===== config.mk =====
export PLATFORM = sky130hd
export DESIGN_NAME = bnv_host
export DESIGN_NICKNAME = d
export VERILOG_FILES = /design/src/common/bnv_pkg.sv /design/src/hdl/bnv_sync3.sv /design/src/hdl/bnv_host.sv
export VERILOG_INCLUDE_DIRS = /design/src /design/src/common
export SDC_FILE = /design/constraint.sdc
export NUM_CORES = 1
export LEC_CHECK = 0
export ABC_AREA = 1
export BUFFER_PORTS_ARGS = -buffer_cell sky130_fd_sc_hd__buf_4
export CORE_ASPECT_RATIO = 1.75
export CORE_UTILIZATION = 52
export DETAILED_ROUTE_END_ITERATION = 8
export GPL_ROUTABILITY_DRIVEN = 0
export MAX_ROUTING_LAYER = met4
export PLACE_DENSITY = 0.76
export REMOVE_ABC_BUFFERS = 1
export SLEW_MARGIN = 20
export SYNTH_ARGS = -nofsm -noshare
export SYNTH_HDL_FRONTEND = slang
export SYNTH_SLANG_ARGS = --single-unit

===== constraint.sdc =====
create_clock -name clk -period 1.8 [get_ports clk]
set_input_delay 0 -clock clk [delete_from_list [all_inputs] [get_ports clk]]
set_output_delay 0 -clock clk [all_outputs]
set_load 0.02 [all_outputs]

===== src/common/bnv_defines.svh =====
// timing and width constants for the bytewide nonvolatile memory host port
`ifndef BNV_DEFINES_SVH
`define BNV_DEFINES_SVH
`define BNV_ADDR_W        15
`define BNV_DATA_W        8
`define BNV_CLK_NS        100
`define BNV_ACCESS_NS     70
`define BNV_PRECHARGE_NS  60
`define BNV_ADDR_HOLD_NS  20
`define BNV_CE_LOW_MAX_NS 10000
`define BNV_CDIV(ns)      (((ns) + `BNV_CLK_NS - 1) / `BNV_CLK_NS)
`define BNV_FDIV(ns)      ((ns) / `BNV_CLK_NS)
`define BNV_ACCESS_CYC    `BNV_CDIV(`BNV_ACCESS_NS)
`define BNV_PRECHARGE_CYC `BNV_CDIV(`BNV_PRECHARGE_NS)
`define BNV_HOLD_CYC      `BNV_CDIV(`BNV_ADDR_HOLD_NS)
`define BNV_CE_MAX_CYC    `BNV_FDIV(`BNV_CE_LOW_MAX_NS)
`define BNV_CNT_W         8
`endif


===== src/common/bnv_pkg.sv =====
// types for the bytewide nonvolatile memory host port
package bnv_pkg;
  `include "bnv_defines.svh"
  typedef enum logic [2:0] {
    ST_IDLE,
    ST_SETUP,
    ST_ACCESS,
    ST_HOLD,
    ST_PRECHARGE
  } bnv_state_type;

  typedef struct packed {
    logic                    valid;
    logic                    write;
    logic [`BNV_ADDR_W-1:0]  addr;
    logic [`BNV_DATA_W-1:0]  wdata;
  } bnv_req_type;

  typedef struct packed {
    logic                    valid;
    logic [`BNV_DATA_W-1:0]  rdata;
  } bnv_rsp_type;

  typedef struct packed {
    logic                    select_strobe_n;
    logic                    write_strobe_n;
    logic                    output_drive_n;
    logic [`BNV_ADDR_W-1:0]  addr_lines;
    logic [`BNV_DATA_W-1:0]  data_lines_out;
    logic                    data_lines_oe;
  } bnv_pins_type;
endpackage


===== src/hdl/bnv_sync3.sv =====
// three-stage synchroniser for the data_lines inputs
`timescale 1ns/1ps
`include "bnv_defines.svh"
module bnv_sync3 (
  input  wire logic                   clk,
  input  wire logic                   rst_n,
  input  wire logic [`BNV_DATA_W-1:0] din,
  output logic      [`BNV_DATA_W-1:0] dout
);
  import bnv_pkg::*;
  typedef struct packed {
    logic [`BNV_DATA_W-1:0] s1;
    logic [`BNV_DATA_W-1:0] s2;
    logic [`BNV_DATA_W-1:0] s3;
    logic [`BNV_DATA_W-1:0] stable;
  } bnv_sync_type;
  bnv_sync_type q, d;

  always_comb begin
    d = q;
    d.s1 = din;
    d.s2 = q.s1;
    d.s3 = q.s2;
    // accept a value only once the last two stages agree
    if (q.s2 == q.s3) begin
      d.stable = q.s3;
    end
  end

  always_ff @(posedge clk or negedge rst_n) begin
    if (!rst_n) begin
      q <= '0;
    end else begin
      q <= d;
    end
  end

  assign dout = q.stable;
endmodule


===== src/hdl/bnv_host.sv =====
// host controller driving a bytewide nonvolatile memory over its strobe pins
`timescale 1ns/1ps
`include "bnv_defines.svh"
module bnv_host (
  input  wire logic                   clk,
  input  wire logic                   rst_n,
  input  wire bnv_pkg::bnv_req_type   req,
  output logic                        req_ready,
  output bnv_pkg::bnv_rsp_type        rsp,
  output logic                        select_strobe_n,
  output logic                        write_strobe_n,
  output logic                        output_drive_n,
  output logic [`BNV_ADDR_W-1:0]      addr_lines,
  output logic [`BNV_DATA_W-1:0]      data_lines_out,
  output logic                        data_lines_oe,
  input  wire logic [`BNV_DATA_W-1:0] data_lines_in
);
  import bnv_pkg::*;

  typedef struct packed {
    bnv_state_type           state;
    logic [`BNV_CNT_W-1:0]   cnt;
    logic                    write;
    bnv_pins_type            pins;
    bnv_rsp_type             rsp;
  } bnv_host_state_type;

  bnv_host_state_type q, d;
  logic [`BNV_DATA_W-1:0] rd_sync;

  function automatic logic [`BNV_CNT_W-1:0] cyc(input int n);
    cyc = (n < 1) ? `BNV_CNT_W'(1) : `BNV_CNT_W'(n);
  endfunction

  bnv_sync3 u_sync (
    .clk   (clk),
    .rst_n (rst_n),
    .din   (data_lines_in),
    .dout  (rd_sync)
  );

  // idle pins: all strobes high, bus released
  localparam bnv_pins_type PINS_IDLE = '{select_strobe_n: 1'b1, write_strobe_n: 1'b1,
                                         output_drive_n: 1'b1, addr_lines: '0,
                                         data_lines_out: '0, data_lines_oe: 1'b0};

  always_comb begin
    d = q;
    d.rsp.valid = 1'b0;
    case (q.state)
      ST_IDLE: begin
        if (req.valid) begin
          // address and write data set up one cycle before select falls
          d.pins.addr_lines = req.addr;
          d.write = req.write;
          d.pins.data_lines_out = req.wdata;
          // write strobe goes low before select: select-controlled write
          d.pins.write_strobe_n = !req.write;
          d.pins.data_lines_oe = req.write;
          d.pins.output_drive_n = 1'b1;
          d.state = ST_SETUP;
        end
      end
      ST_SETUP: begin
        // each access opens with a fresh select fall, latching the address
        d.pins.select_strobe_n = 1'b0;
        d.pins.output_drive_n = q.write;
        d.cnt = cyc(`BNV_ACCESS_CYC);
        d.state = ST_ACCESS;
      end
      ST_ACCESS: begin
        // same access time for both directions; bounded select low time
        if (q.cnt > `BNV_CNT_W'(1)) begin
          d.cnt = q.cnt - `BNV_CNT_W'(1);
        end else begin
          d.cnt = cyc(`BNV_HOLD_CYC);
          d.state = ST_HOLD;
        end
      end
      ST_HOLD: begin
        // read data sampled after sync latency; rising select ends write
        d.pins.select_strobe_n = 1'b1;
        d.pins.write_strobe_n = 1'b1;
        d.pins.output_drive_n = 1'b1;
        // write data stays driven one more cycle: no hold race at the strobe rise
        d.cnt = cyc(`BNV_PRECHARGE_CYC + 2);
        d.state = ST_PRECHARGE;
      end
      ST_PRECHARGE: begin
        // select held high for pre-charge; covers sync latency of read data
        d.pins.data_lines_oe = 1'b0;
        if (q.cnt > `BNV_CNT_W'(1)) begin
          d.cnt = q.cnt - `BNV_CNT_W'(1);
        end else begin
          d.rsp.valid = 1'b1;
          d.rsp.rdata = q.write ? q.pins.data_lines_out : rd_sync;
          d.state = ST_IDLE;
        end
      end
      default: begin
        d.state = ST_IDLE;
        d.pins = PINS_IDLE;
      end
    endcase
  end

  always_ff @(posedge clk or negedge rst_n) begin
    if (!rst_n) begin
      q <= '{state: ST_IDLE, cnt: '0, write: 1'b0, pins: PINS_IDLE, rsp: '0};
    end else begin
      q <= d;
    end
  end

  // address stays put through the whole cycle, well past hold time
  assign req_ready       = (q.state == ST_IDLE);
  assign rsp             = q.rsp;
  assign select_strobe_n = q.pins.select_strobe_n;
  assign write_strobe_n  = q.pins.write_strobe_n;
  assign output_drive_n  = q.pins.output_drive_n;
  assign addr_lines      = q.pins.addr_lines;
  assign data_lines_out  = q.pins.data_lines_out;
  assign data_lines_oe   = q.pins.data_lines_oe;
endmodule


==> summary.txt, run 1 <==
Worst setup path
  – Worst-path fanout max: 17
  – CP Data Arrival Time: around 1.9 ns
  – CP Depth: 9
  – Cell mode on critical path: nor2_1
  – Buf/Inv on CP: 2
  – Delay-heaviest family, CP: simple AND/OR/NAND/NOR gates
  – Reg2reg start: q[37]$_DFFE_PN0P_
  – Worst Reg-to-Reg Cells: 9
  – Req. time, crit path: 2.06 ns
  – Critical path type: reg -> reg
  – CP max stage cell: dfrtp_1
  – Crit path cell chain: inv_1, ha_4, nor2_1, nor2_2, nand2_2, nor2_4, buf_12, nor2_1, a31oi_1
  – Worst R2R End: rsp[3]$_DFFE_PN0P_
  – Worst Setup Start Kind: flop
  – Crit-path max cell delay: 0.42 ns
  – Worst R2R Setup Slack: ~0.17 ns
  – CP Capture Type: flop

Timing
  – Setup-failing EPs final: 0
  – Fmax: ~0.61 GHz
  – Final setup skew: 0.00516 ns
  – Fin. max-slew vios: 0
  – Final worst path period need: 1.63 ns
  – Slew HR: about three quarters
  – Final TNS setup: 0 ns
  – Fin crit share: between 90% and 100%
  – Worst Tran Pin Value: slightly below 0.4 ns
  – RSZ-0062 raised after global routing: no
  – Final Hold Vio Count: 0

Cells and area
  – Antenna cell count: 0
  – Layout cells sized above 1: 25.2%
  – Commonest non-fill, non-tap cell in the layout: nand2_1
  – Layout Nets: a little under 500
  – Area grow syn2layout: 31.5%
  – Finished layout cell area: ~4600 um2
  – Fillers: roughly 490
  – Most frequent cells in the layout: nand2_1 (96), buf_4 (79), dfrtp_1 (77), nand3_1 (42), dlygate4sd3_1 (34)

Synthesis
  – Synth Area in Compound Gates: slightly below 7%
  – Avg Cell Area, Syn: 9.42 um2
  – Distinct cells, synth: 30
  – Post-synthesis register bit count: 80
  – Post-Syn Area: 3500 um2
  – Async set-or-reset flop fraction in the synthesized netlist: 100%
  – Post-synth EDFFs: 0
  – Xor and xnor fraction of the mapped netlist area: 2.51%
  – Ys flop type: dfrtp_1
  – Mux contribution to synthesized area: 0%
  – Gate count of the mapped netlist: approximately 370
  – Sequential share of the synthesized area: 57.4%
  – Main combinational cell family by area after synthesis: simple AND/OR/NAND/NOR gates
  – Synth Warn #: 0
  – Adder-Cell Fraction of Synth Area: less than 1%
  – Post-synthesis simple-gate area fraction: between 20% and 30%

Routing
  – Antenna Nets Post-Route: 0
  – # DRC: 0
  – Detailed Route Iter0 Violations: about 250
  – Vias: 2812
  – Wirelength per Cell: around 14 um
  – DR pass1 iterations: 4
  – Routed WL: 7.70 mm
  – Vias per cell: roughly 5.2

GRT
  – Initial antenna violation count: 0
  – First-pass GRT wire length: 13.1 mm
  – Vias in the first global route: approximately 2800
  – Largest net degree at the start of global routing: 35
  – GRT Util Overall: about 25%
  – Grt ovf: 0

Pwr
  – Leakage: ~2.3 nW
  – Pwr dens: between 1500 and 2000 nW/um2
  – Worst vdd ir: 1.35 mV

CTS
  – CTS tree: done
  – H-tree Lvls: 3
  – Cts bufs inserted: 9
  – Clock-pin transition on the worst setup and hold timing paths: 0.06 ns
  – Clock sink count: 80
  – Clk_lat worst skew: between 0.3 and 0.4 ns
  – Clk root buf: clkbuf_16
  – Max Root-Sink Buffers: 2

Die
  – Die area: approximately 7000 um2
  – # rows: 39
  – Area of the core: 6490 um2
  – Die X-Extent: 64.0 um
  – Initial Utilization: 53.9%
  – Die Ht: ~110 um
  – I/O pins: about 70

Outcome
  – Outcome: finished clean

Flow run
  – Max cap viols: 0

Placement
  – Final HPWL DP: 5.11 mm
  – Port-buffer cells: 71
  – Placed Instance Area: 3940 um2

Hold path
  – Worst Hold Class: in -> async
registers in the layout (all words and copies together) (netlist names):
| name | flops |
|---|---|
| addr_lines | 15 |
| data_lines_oe | 1 |
| data_lines_out | 8 |
| output_drive_n | 1 |
| q | 12 |
| rsp | 9 |
| select_strobe_n | 1 |
| u_sync.d | 16 |
| u_sync.dout | 8 |
| u_sync.q | 8 |
| write_strobe_n | 1 |
metal layers:
metal / vias to the layer above / routed length [um] / GRT usage [%]
li1: 1355 / - / -
met1: 1356 / 2920 / 27.1
met2: 79 / 4230 / 42.7
met3: 22 / 315 / 6.30
met4: 0 / 235 / 11.8
met5: - / 0 / -
worst max-delay path by stage:
stage,startpoint,end,slack [ns]
3_3_place_gp,q[37]$_DFFE_PN0P_,rsp[2]$_DFFE_PN0P_,0.14
5_1_grt,q[37]$_DFFE_PN0P_,rsp[3]$_DFFE_PN0P_,0.008
4_1_cts,q[37]$_DFFE_PN0P_,rsp[6]$_DFFE_PN0P_,0.03
6_report,q[37]$_DFFE_PN0P_,rsp[3]$_DFFE_PN0P_,0.17
3_5_place_dp,q[37]$_DFFE_PN0P_,rsp[2]$_DFFE_PN0P_,0.05
2_1_floorplan,q[45]$_DFFE_PN0P_,addr_lines[0]$_DFFE_PN0P_,0.04
synth_stat cells (all sizes together) (2+ instances only):
cell type / instances / share of area (%)
nand4: 3 / 0.54
xnor2: 6 / 1.5
buf: 36 / 7.7
a21oi: 2 / 0.29
ha: 2 / 0.72
nand2: 98 / 11
a31oi: 10 / 1.8
nor2: 25 / 3.4
clkbuf: 6 / 0.68
dfrtp: 77 / 55
o21ai: 28 / 4.0
nand3: 43 / 6.3
o211ai: 2 / 0.43
dfstp: 3 / 2.3
nor3: 2 / 0.43
xor2: 4 / 1.0
inv: 20 / 2.1
kinds of logic after synthesis:
family	count (synthesis)
xor+xnor	10
simple gates	173
compound gates	43
flops	80
fa+ha+maj	2
buf+inv	63
where the power goes:
group	internal, mW	switching [mW]
Sequential	2.39	0.422
Combinational	1.43	2.32
Clock	0.955	0.754
Total	4.77	3.49
what timing repair did:
| item | in CTS | in global routing |
|---|---|---|
| setup buffers | 0 | 1 |
| endpoints found under the hold margin | 114 | 0 |
| hold buffers | 34 | 0 |
| setup endpoints to repair | 0 | 13 |
| gates resized for setup | 0 | 3 |
worst reg2reg max path, stage by stage, from the launching register on:
cell,delay (ns)
dfrtp_1,0.42
inv_1,0.15
ha_4,0.18
nor2_1,0.05
nor2_2,0.13
nand2_2,0.14
nor2_4,0.16
buf_12,0.14
nor2_1,0.05
a31oi_1,0.14
through the flow:
step	total power, mW	instances	setup WS, ns	hold slack, ns	utilization [%]
finish	8.27	543	0.167	0.134	70.9
global route	8.79	543	0.00792	0.172	70.9
CTS	8.21	542	0.0298	0.131	70.3
detailed placement	6.43	492	0.0503	-0.0502	60.7
global placement	6.34	492	0.140	-0.0501	60.7
floorplan	4.88	329	0.0412	-0.296	-
area by class of cell:
class / count / area [um2] / share of cell area, %
flip-flops and latches: 80 / 2010 / 43.6
repair buffers: 116 / 993 / 21.6
clock buffers: 10 / 229 / 4.98
multi-input cells: 228 / 1130 / 24.7
inverters: 21 / 78.8 / 1.71
well taps: 82 / 103 / 2.23
clock inverters: 6 / 53.8 / 1.17
(Power assumes the default switching activity.)
==> inputs of run 2 (changes only) <==
--- a/config.mk
+++ b/config.mk
@@ -6,7 +6,6 @@
 export SDC_FILE = /design/constraint.sdc
 export NUM_CORES = 1
 export LEC_CHECK = 0
-export ABC_AREA = 1
 export BUFFER_PORTS_ARGS = -buffer_cell sky130_fd_sc_hd__buf_4
 export CORE_ASPECT_RATIO = 1.75
 export CORE_UTILIZATION = 52
==> summary.txt, run 2 <==
CTS
  – Max Root-Sink Buffers: 2
  – Clk root buf: clkbuf_16
  – Clock sink count: 80
  – H-tree Lvls: 3
  – CTS tree: done
  – Clk_lat worst skew: roughly 0.33 ns
  – Clock-pin transition on the worst setup and hold timing paths: about 0.060 ns
  – Cts bufs inserted: 9

Die
  – # rows: 39
  – I/O pins: 72
  – Die X-Extent: ~65 um
  – Area of the core: 6590 um2
  – Initial Utilization: 54.5%
  – Die area: a little over 7000 um2
  – Die Ht: roughly 110 um

Synthesis
  – Top post-synthesis cells by count: dfrtp_1 (77), nand2_1 (64), buf_4 (33)
  – Top cell type's share of synthesized area: 53.7%
  – Post-synth EDFFs: 0
  – Synth area leaders: dfrtp_1 (54%), buf_4 (6.9%), nand2_1 (6.7%), o21ai_0 (3.8%), mux2_2 (2.8%)
  – Gate count of the mapped netlist: ~330
  – Distinct cells, synth: between 50 and 60
  – Synth Warn #: 0
  – Ys flop type: dfrtp_1
  – Cell taking the most area after synthesis: dfrtp_1
  – Avg Cell Area, Syn: between 10 and 15 um2
  – Post-Syn Area: 3590 um2
  – Async set-or-reset flop fraction in the synthesized netlist: 100%
  – Top-count cell post-synth: dfrtp_1
  – Post-synthesis register bit count: 80
  – Sequential share of the synthesized area: around 56%

Placement
  – Port-buffer cells: 71
  – Final HPWL DP: around 5.1 mm

Routing
  – Detailed Route Iter0 Violations: 215
  – Vias per cell: 5.32
  – Antenna Nets Post-Route: 0
  – Top Metal Used: met4
  – Met3 Wirelength: around 310 um
  – # DRC: 0
  – Metal2 WL: 4.06 mm
  – Met1 wire length: about 2.8 mm
  – Vias: around 2700
  – Wirelength per Cell: around 15 um
  – Routed WL: approximately 7.4 mm
  – DR pass1 iterations: 4

Worst setup path
  – Worst R2R End: q[43]$_DFFE_PN0P_
  – CP Data Arrival Time: roughly 1.7 ns
  – CP Capture Type: output port
  – Worst Reg-to-Reg Cells: 5
  – Worst R2R Setup Slack: 0.11 ns
  – Worst Setup Start Kind: flop
  – Crit-path max cell delay: 0.40 ns
  – Reg2reg start: q[37]$_DFFE_PN0P_
  – CP max stage cell: dfrtp_1
  – Worst-path fanout max: 18
  – Cell mode on critical path: buf_4
  – Crit path cell chain: buf_4, nor3_4, buf_4, buf_4
  – Critical path type: reg -> out
  – Req. time, crit path: between 1.5 and 2 ns

Outcome
  – Outcome: finished clean

Timing
  – Worst Tran Pin Value: 0.563 ns
  – Final TNS setup: 0 ns
  – Setup-failing EPs final: 0
  – RSZ-0062 raised after global routing: no
  – Fmax: slightly below 0.6 GHz
  – Fin. max-slew vios: 0
  – Fin crit share: between 90% and 100%
  – Slew HR: between 60% and 70%
  – Final Hold Vio Count: 0
  – Final worst path period need: 1.70 ns
  – Final setup skew: 0.00406 ns

Cells and area
  – Largest register FFs: 16
  – Layout cells sized above 1: between 20 and 30%
  – Area grow syn2layout: 29.8%
  – Antenna cell count: 0
  – Commonest non-fill, non-tap cell in the layout: buf_4
  – Layout Nets: roughly 450
  – Most frequent cells in the layout: buf_4 (80), dfrtp_1 (77), nand2_1 (64), dlygate4sd3_1 (34), o21ai_0 (27)

GRT
  – GRT Util Overall: roughly a quarter
  – Initial antenna violation count: 0
  – Grt ovf: 0
  – First-pass GRT wire length: 12.7 mm
  – Largest net degree at the start of global routing: 45
  – Vias in the first global route: 2840

Flow run
  – Max cap viols: 0

Pwr
  – Leakage: roughly 2.2 nW
  – Worst vdd ir: ~0.9 mV
  – Pwr dens: 1600 nW/um2
  – Pwr Total: roughly 7.4 mW

Hold path
  – Worst Hold Class: in -> async
## run 2: cell count changes after synthesis, moves of 6 or more
cell and delta:
a31oi_1 -6, nand3_1 -39, nand2_1 -32, inv_1 -7
nor2_1 -12, o21ai_1 +9, mux2_2 +9, mux2i_1 +9
buf_2 +7
## run 2: logic make-up (layout without fill, tap and decap cells)
| kind of cell | after synthesis | after routing | synth area share (%) |
|---|---|---|---|
| compound gates | 67 | 67 | 11.4 |
| xor+xnor | 10 | 10 | 2.65 |
| fa+ha+maj | 2 | 2 | 0.697 |
| buf+inv | 55 | 140 | 10.1 |
| flops | 80 | 80 | 55.9 |
| mux | 18 | 18 | 5.33 |
| simple gates | 100 | 100 | 13.9 |
## run 2: worst max-delay path by stage
stage                                      to               from  slack [ns]  cells past startpoint
floorplan           addr_lines[0]$_DFFE_PN0P_  q[47]$_DFFE_PN0P_       -0.38                      3
global placement            q[37]$_DFFE_PN0P_  q[37]$_DFFE_PN0P_        0.06                      6
detailed placement          q[37]$_DFFE_PN0P_  q[37]$_DFFE_PN0P_      -0.002                      6
CTS                         q[37]$_DFFE_PN0P_  q[37]$_DFFE_PN0P_        0.04                      6
global route                q[43]$_DFFE_PN0P_  q[37]$_DFFE_PN0P_        0.02                      5
finish                              req_ready  q[46]$_DFFE_PN0P_        0.10                      4
## run 2: timing repair
action                                  4_1_cts  5_1_grt
setup buffers                                 2        0
pin swaps                                     0        0
hold buffers                                 34        0
hold endpoints to repair                     73        0
endpoints found under the setup margin        1        6
resized for setup                             0        4
## run 2: final cells by class
| type | count | area, um2 |
|---|---|---|
| timing repair buffer | 116 | 981 |
| fill | 490 | 1930 |
| multi-input combinational | 197 | 1240 |
| inverter | 8 | 30.0 |
| clock inverter | 6 | 68.8 |
| sequential | 80 | 2010 |
| clock buffer | 10 | 229 |
| tap | 82 | 103 |
## run 2: critical path: cells and delay by family (launching register included)
kind	cells	cell delay [ns]
buf+inv	3	0.67
flops	1	0.40
simple gates	1	0.29
## run 2: layer usage
metal / up-vias / global-route usage [%]
li1: 1267 / -
met1: 1280 / 25.3
met2: 84 / 40.3
met3: 25 / 5.74
met4: 0 / 10.8
met5: - / -
## run 2: through the flow
stage	cell area (um2)	util (%)	hold WS, ns	std cells	setup WS, ns
floorplan	3260	-	-0.296	285	-0.385
global placement	3990	60.6	0.0327	447	0.0594
detailed placement	3990	60.6	0.0309	447	-0.00181
CTS	4650	70.5	0.218	499	0.0372
global route	4660	70.8	0.262	499	0.0202
finish	4660	70.8	0.205	499	0.104
## run 2: power by group
| part | internal, mW | switching (mW) | leakage [nW] | total [mW] |
|---|---|---|---|---|
| Combinational | 1.27 | 1.71 | 1.05 | 2.98 |
| Clock | 1.08 | 0.705 | 0.143 | 1.79 |
| Sequential | 2.27 | 0.415 | 1.01 | 2.68 |
| Total | 4.62 | 2.82 | 2.20 | 7.45 |
==> inputs of run 3 (changes only) <==
--- a/config.mk
+++ b/config.mk
@@ -11,6 +11,7 @@
 export CORE_UTILIZATION = 52
 export DETAILED_ROUTE_END_ITERATION = 8
 export GPL_ROUTABILITY_DRIVEN = 0
+export GPL_TIMING_DRIVEN = 0
 export MAX_ROUTING_LAYER = met4
 export PLACE_DENSITY = 0.76
 export REMOVE_ABC_BUFFERS = 1
==> summary.txt, run 3 (synthesis results as in run 2) <==
Outcome
  – Outcome: finished clean

Worst setup path
  – Crit-path max cell delay: 0.44 ns
  – Crit path cell chain: inv_1, ha_1, or3b_4, nand3b_1, a32o_1
  – Worst Setup Start Kind: flop
  – Req. time, crit path: 2.02 ns
  – Delay-heaviest family, CP: simple AND/OR/NAND/NOR gates
  – CP Capture Type: flop
  – Worst R2R Setup Slack: just over 0.07 ns
  – CP max stage cell: or3b_4
  – Worst Reg-to-Reg Cells: 5
  – Crit. Startpoint: q[37]$_DFFE_PN0P_
  – CP Depth: 5
  – Setup crit end: q[43]$_DFFE_PN0P_
  – CP Data Arrival Time: about 1.9 ns
  – Critical path type: reg -> reg
  – Buf/Inv on CP: 1
  – Worst R2R End: q[43]$_DFFE_PN0P_
  – Reg2reg start: q[37]$_DFFE_PN0P_
  – Worst-path fanout max: 4

Timing
  – Min Hold Slack: around 0.31 ns
  – Setup-failing EPs final: 0
  – Worst Tran Pin Value: roughly 1 ns
  – Fin. max-slew vios: 0
  – Slew HR: 35.1%
  – Final Hold Vio Count: 0
  – Final worst path period need: 1.73 ns
  – Fin crit share: a little over nine tenths
  – RSZ-0062 raised after global routing: yes
  – Fmax: 0.579 GHz
  – Setup ws final: between 0.07 and 0.08 ns
  – Final setup skew: approximately 0.0062 ns
  – Final TNS setup: 0 ns

Routing
  – Antenna Nets Post-Route: 0
  – Vias: 2712
  – # DRC: 0
  – Detailed Route Iter0 Violations: approximately 360
  – Routed WL: about 8 mm
  – Wirelength per Cell: around 16 um
  – Vias per cell: ~5.4
  – DR pass1 iterations: 4

CTS
  – Max Root-Sink Buffers: 2
  – Clk_lat worst skew: between 0.3 and 0.4 ns
  – Clock sink count: 80
  – CTS tree: done
  – Cts bufs inserted: 9
  – Clock-pin transition on the worst setup and hold timing paths: 0.06 ns
  – Clk root buf: clkbuf_16
  – H-tree Lvls: 3

Pwr
  – Worst vdd ir: ~1.2 mV
  – Pwr Total: roughly 7.6 mW
  – Pwr dens: about 1600 nW/um2
  – Leakage: 2.21 nW

GRT
  – GRT Util Overall: between 20% and 30%
  – Vias in the first global route: 2727
  – First-pass GRT wire length: approximately 13 mm
  – Largest net degree at the start of global routing: 81
  – Initial antenna violation count: 0
  – Grt ovf: 0

Cells and area
  – Fillers: between 400 and 500
  – Most frequent cells in the layout: buf_4 (77), dfrtp_1 (74), nand2_1 (63), dlygate4sd3_1 (34), o21ai_0 (27)
  – Antenna cell count: 0
  – Area grow syn2layout: 30.8%
  – Largest register FFs: 16
  – Commonest non-fill, non-tap cell in the layout: buf_4
  – Finished Core Util: about 71%
  – Layout Nets: 448
  – Layout cells sized above 1: 31.0%

Die
  – Die Ht: between 100 and 150 um
  – I/O pins: 72
  – Area of the core: between 6000 and 7000 um2
  – Die X-Extent: between 60 and 70 um
  – Die area: 7250 um2
  – Initial Utilization: between 50% and 60%
  – # rows: 39

Placement
  – Post-placement setup slack: -0.645 ns
  – Final HPWL DP: roughly 4.7 mm
  – Port-buffer cells: 71

Flow run
  – Max cap viols: 0

Hold path
  – Hold wc startpoint: data_lines_in[5]
  – Worst Hold Class: in -> reg
[run 3: layer usage]
layer  GRT usage [%]  up-vias  part of all wire (%)
met5               -        -                     0
met4            9.33        0                   1.5
met3            5.33       16                   5.2
met2            41.0      104                    56
met1            27.3     1318                    38
li1                -     1274                     -
[run 3: what timing repair did]
action                                  4_1_cts  5_1_grt
endpoints found under the setup margin       38       11
resized for setup                             7        3
buffers inserted                              6        1
gates cloned                                  1        1
hold buffers                                 34        0
pin swaps                                     1        0
endpoints found under the hold margin       111        0
[run 3: how the worst min path moves through the flow]
stage / endpoint / slack, ns / cells past startpoint
floorplan: addr_lines[0]$_DFFE_PN0P_ / -0.30 / 0
global placement: u_sync.d[23]$_DFF_PN0_ / 0.11 / 1
detailed placement: u_sync.d[21]$_DFF_PN0_ / 0.11 / 1
CTS: u_sync.d[21]$_DFF_PN0_ / 0.30 / 2
global route: u_sync.d[18]$_DFF_PN0_ / 0.30 / 2
finish: u_sync.d[21]$_DFF_PN0_ / 0.31 / 2
[run 3: cell type report]
type | instances | area [um2] | area share, %
flip-flops and latches | 80 | 2010 | 42.8
multi-input cells | 199 | 1280 | 27.3
repair buffers | 113 | 966 | 20.6
clock buffers | 10 | 239 | 5.09
well taps | 82 | 103 | 2.18
clock inverters | 6 | 66.3 | 1.41
inverters | 8 | 30.0 | 0.639
[run 3: power breakdown]
part           leakage, nW  internal [mW]  switching (mW)  total, mW
logic                 1.05           1.32            1.68       3.00
clock network        0.153           1.12           0.703       1.82
registers             1.01           2.27           0.538       2.81
total                 2.21           4.71            2.92       7.63
[run 3: through the flow]
| step | instance area [um2] | std cells |
|---|---|---|
| 6_report | 4700 | 498 |
| 5_1_grt | 4700 | 498 |
| 4_1_cts | 4660 | 496 |
| 3_5_place_dp | 3930 | 439 |
| 3_3_place_gp | 3890 | 438 |
| 2_1_floorplan | 3260 | 285 |
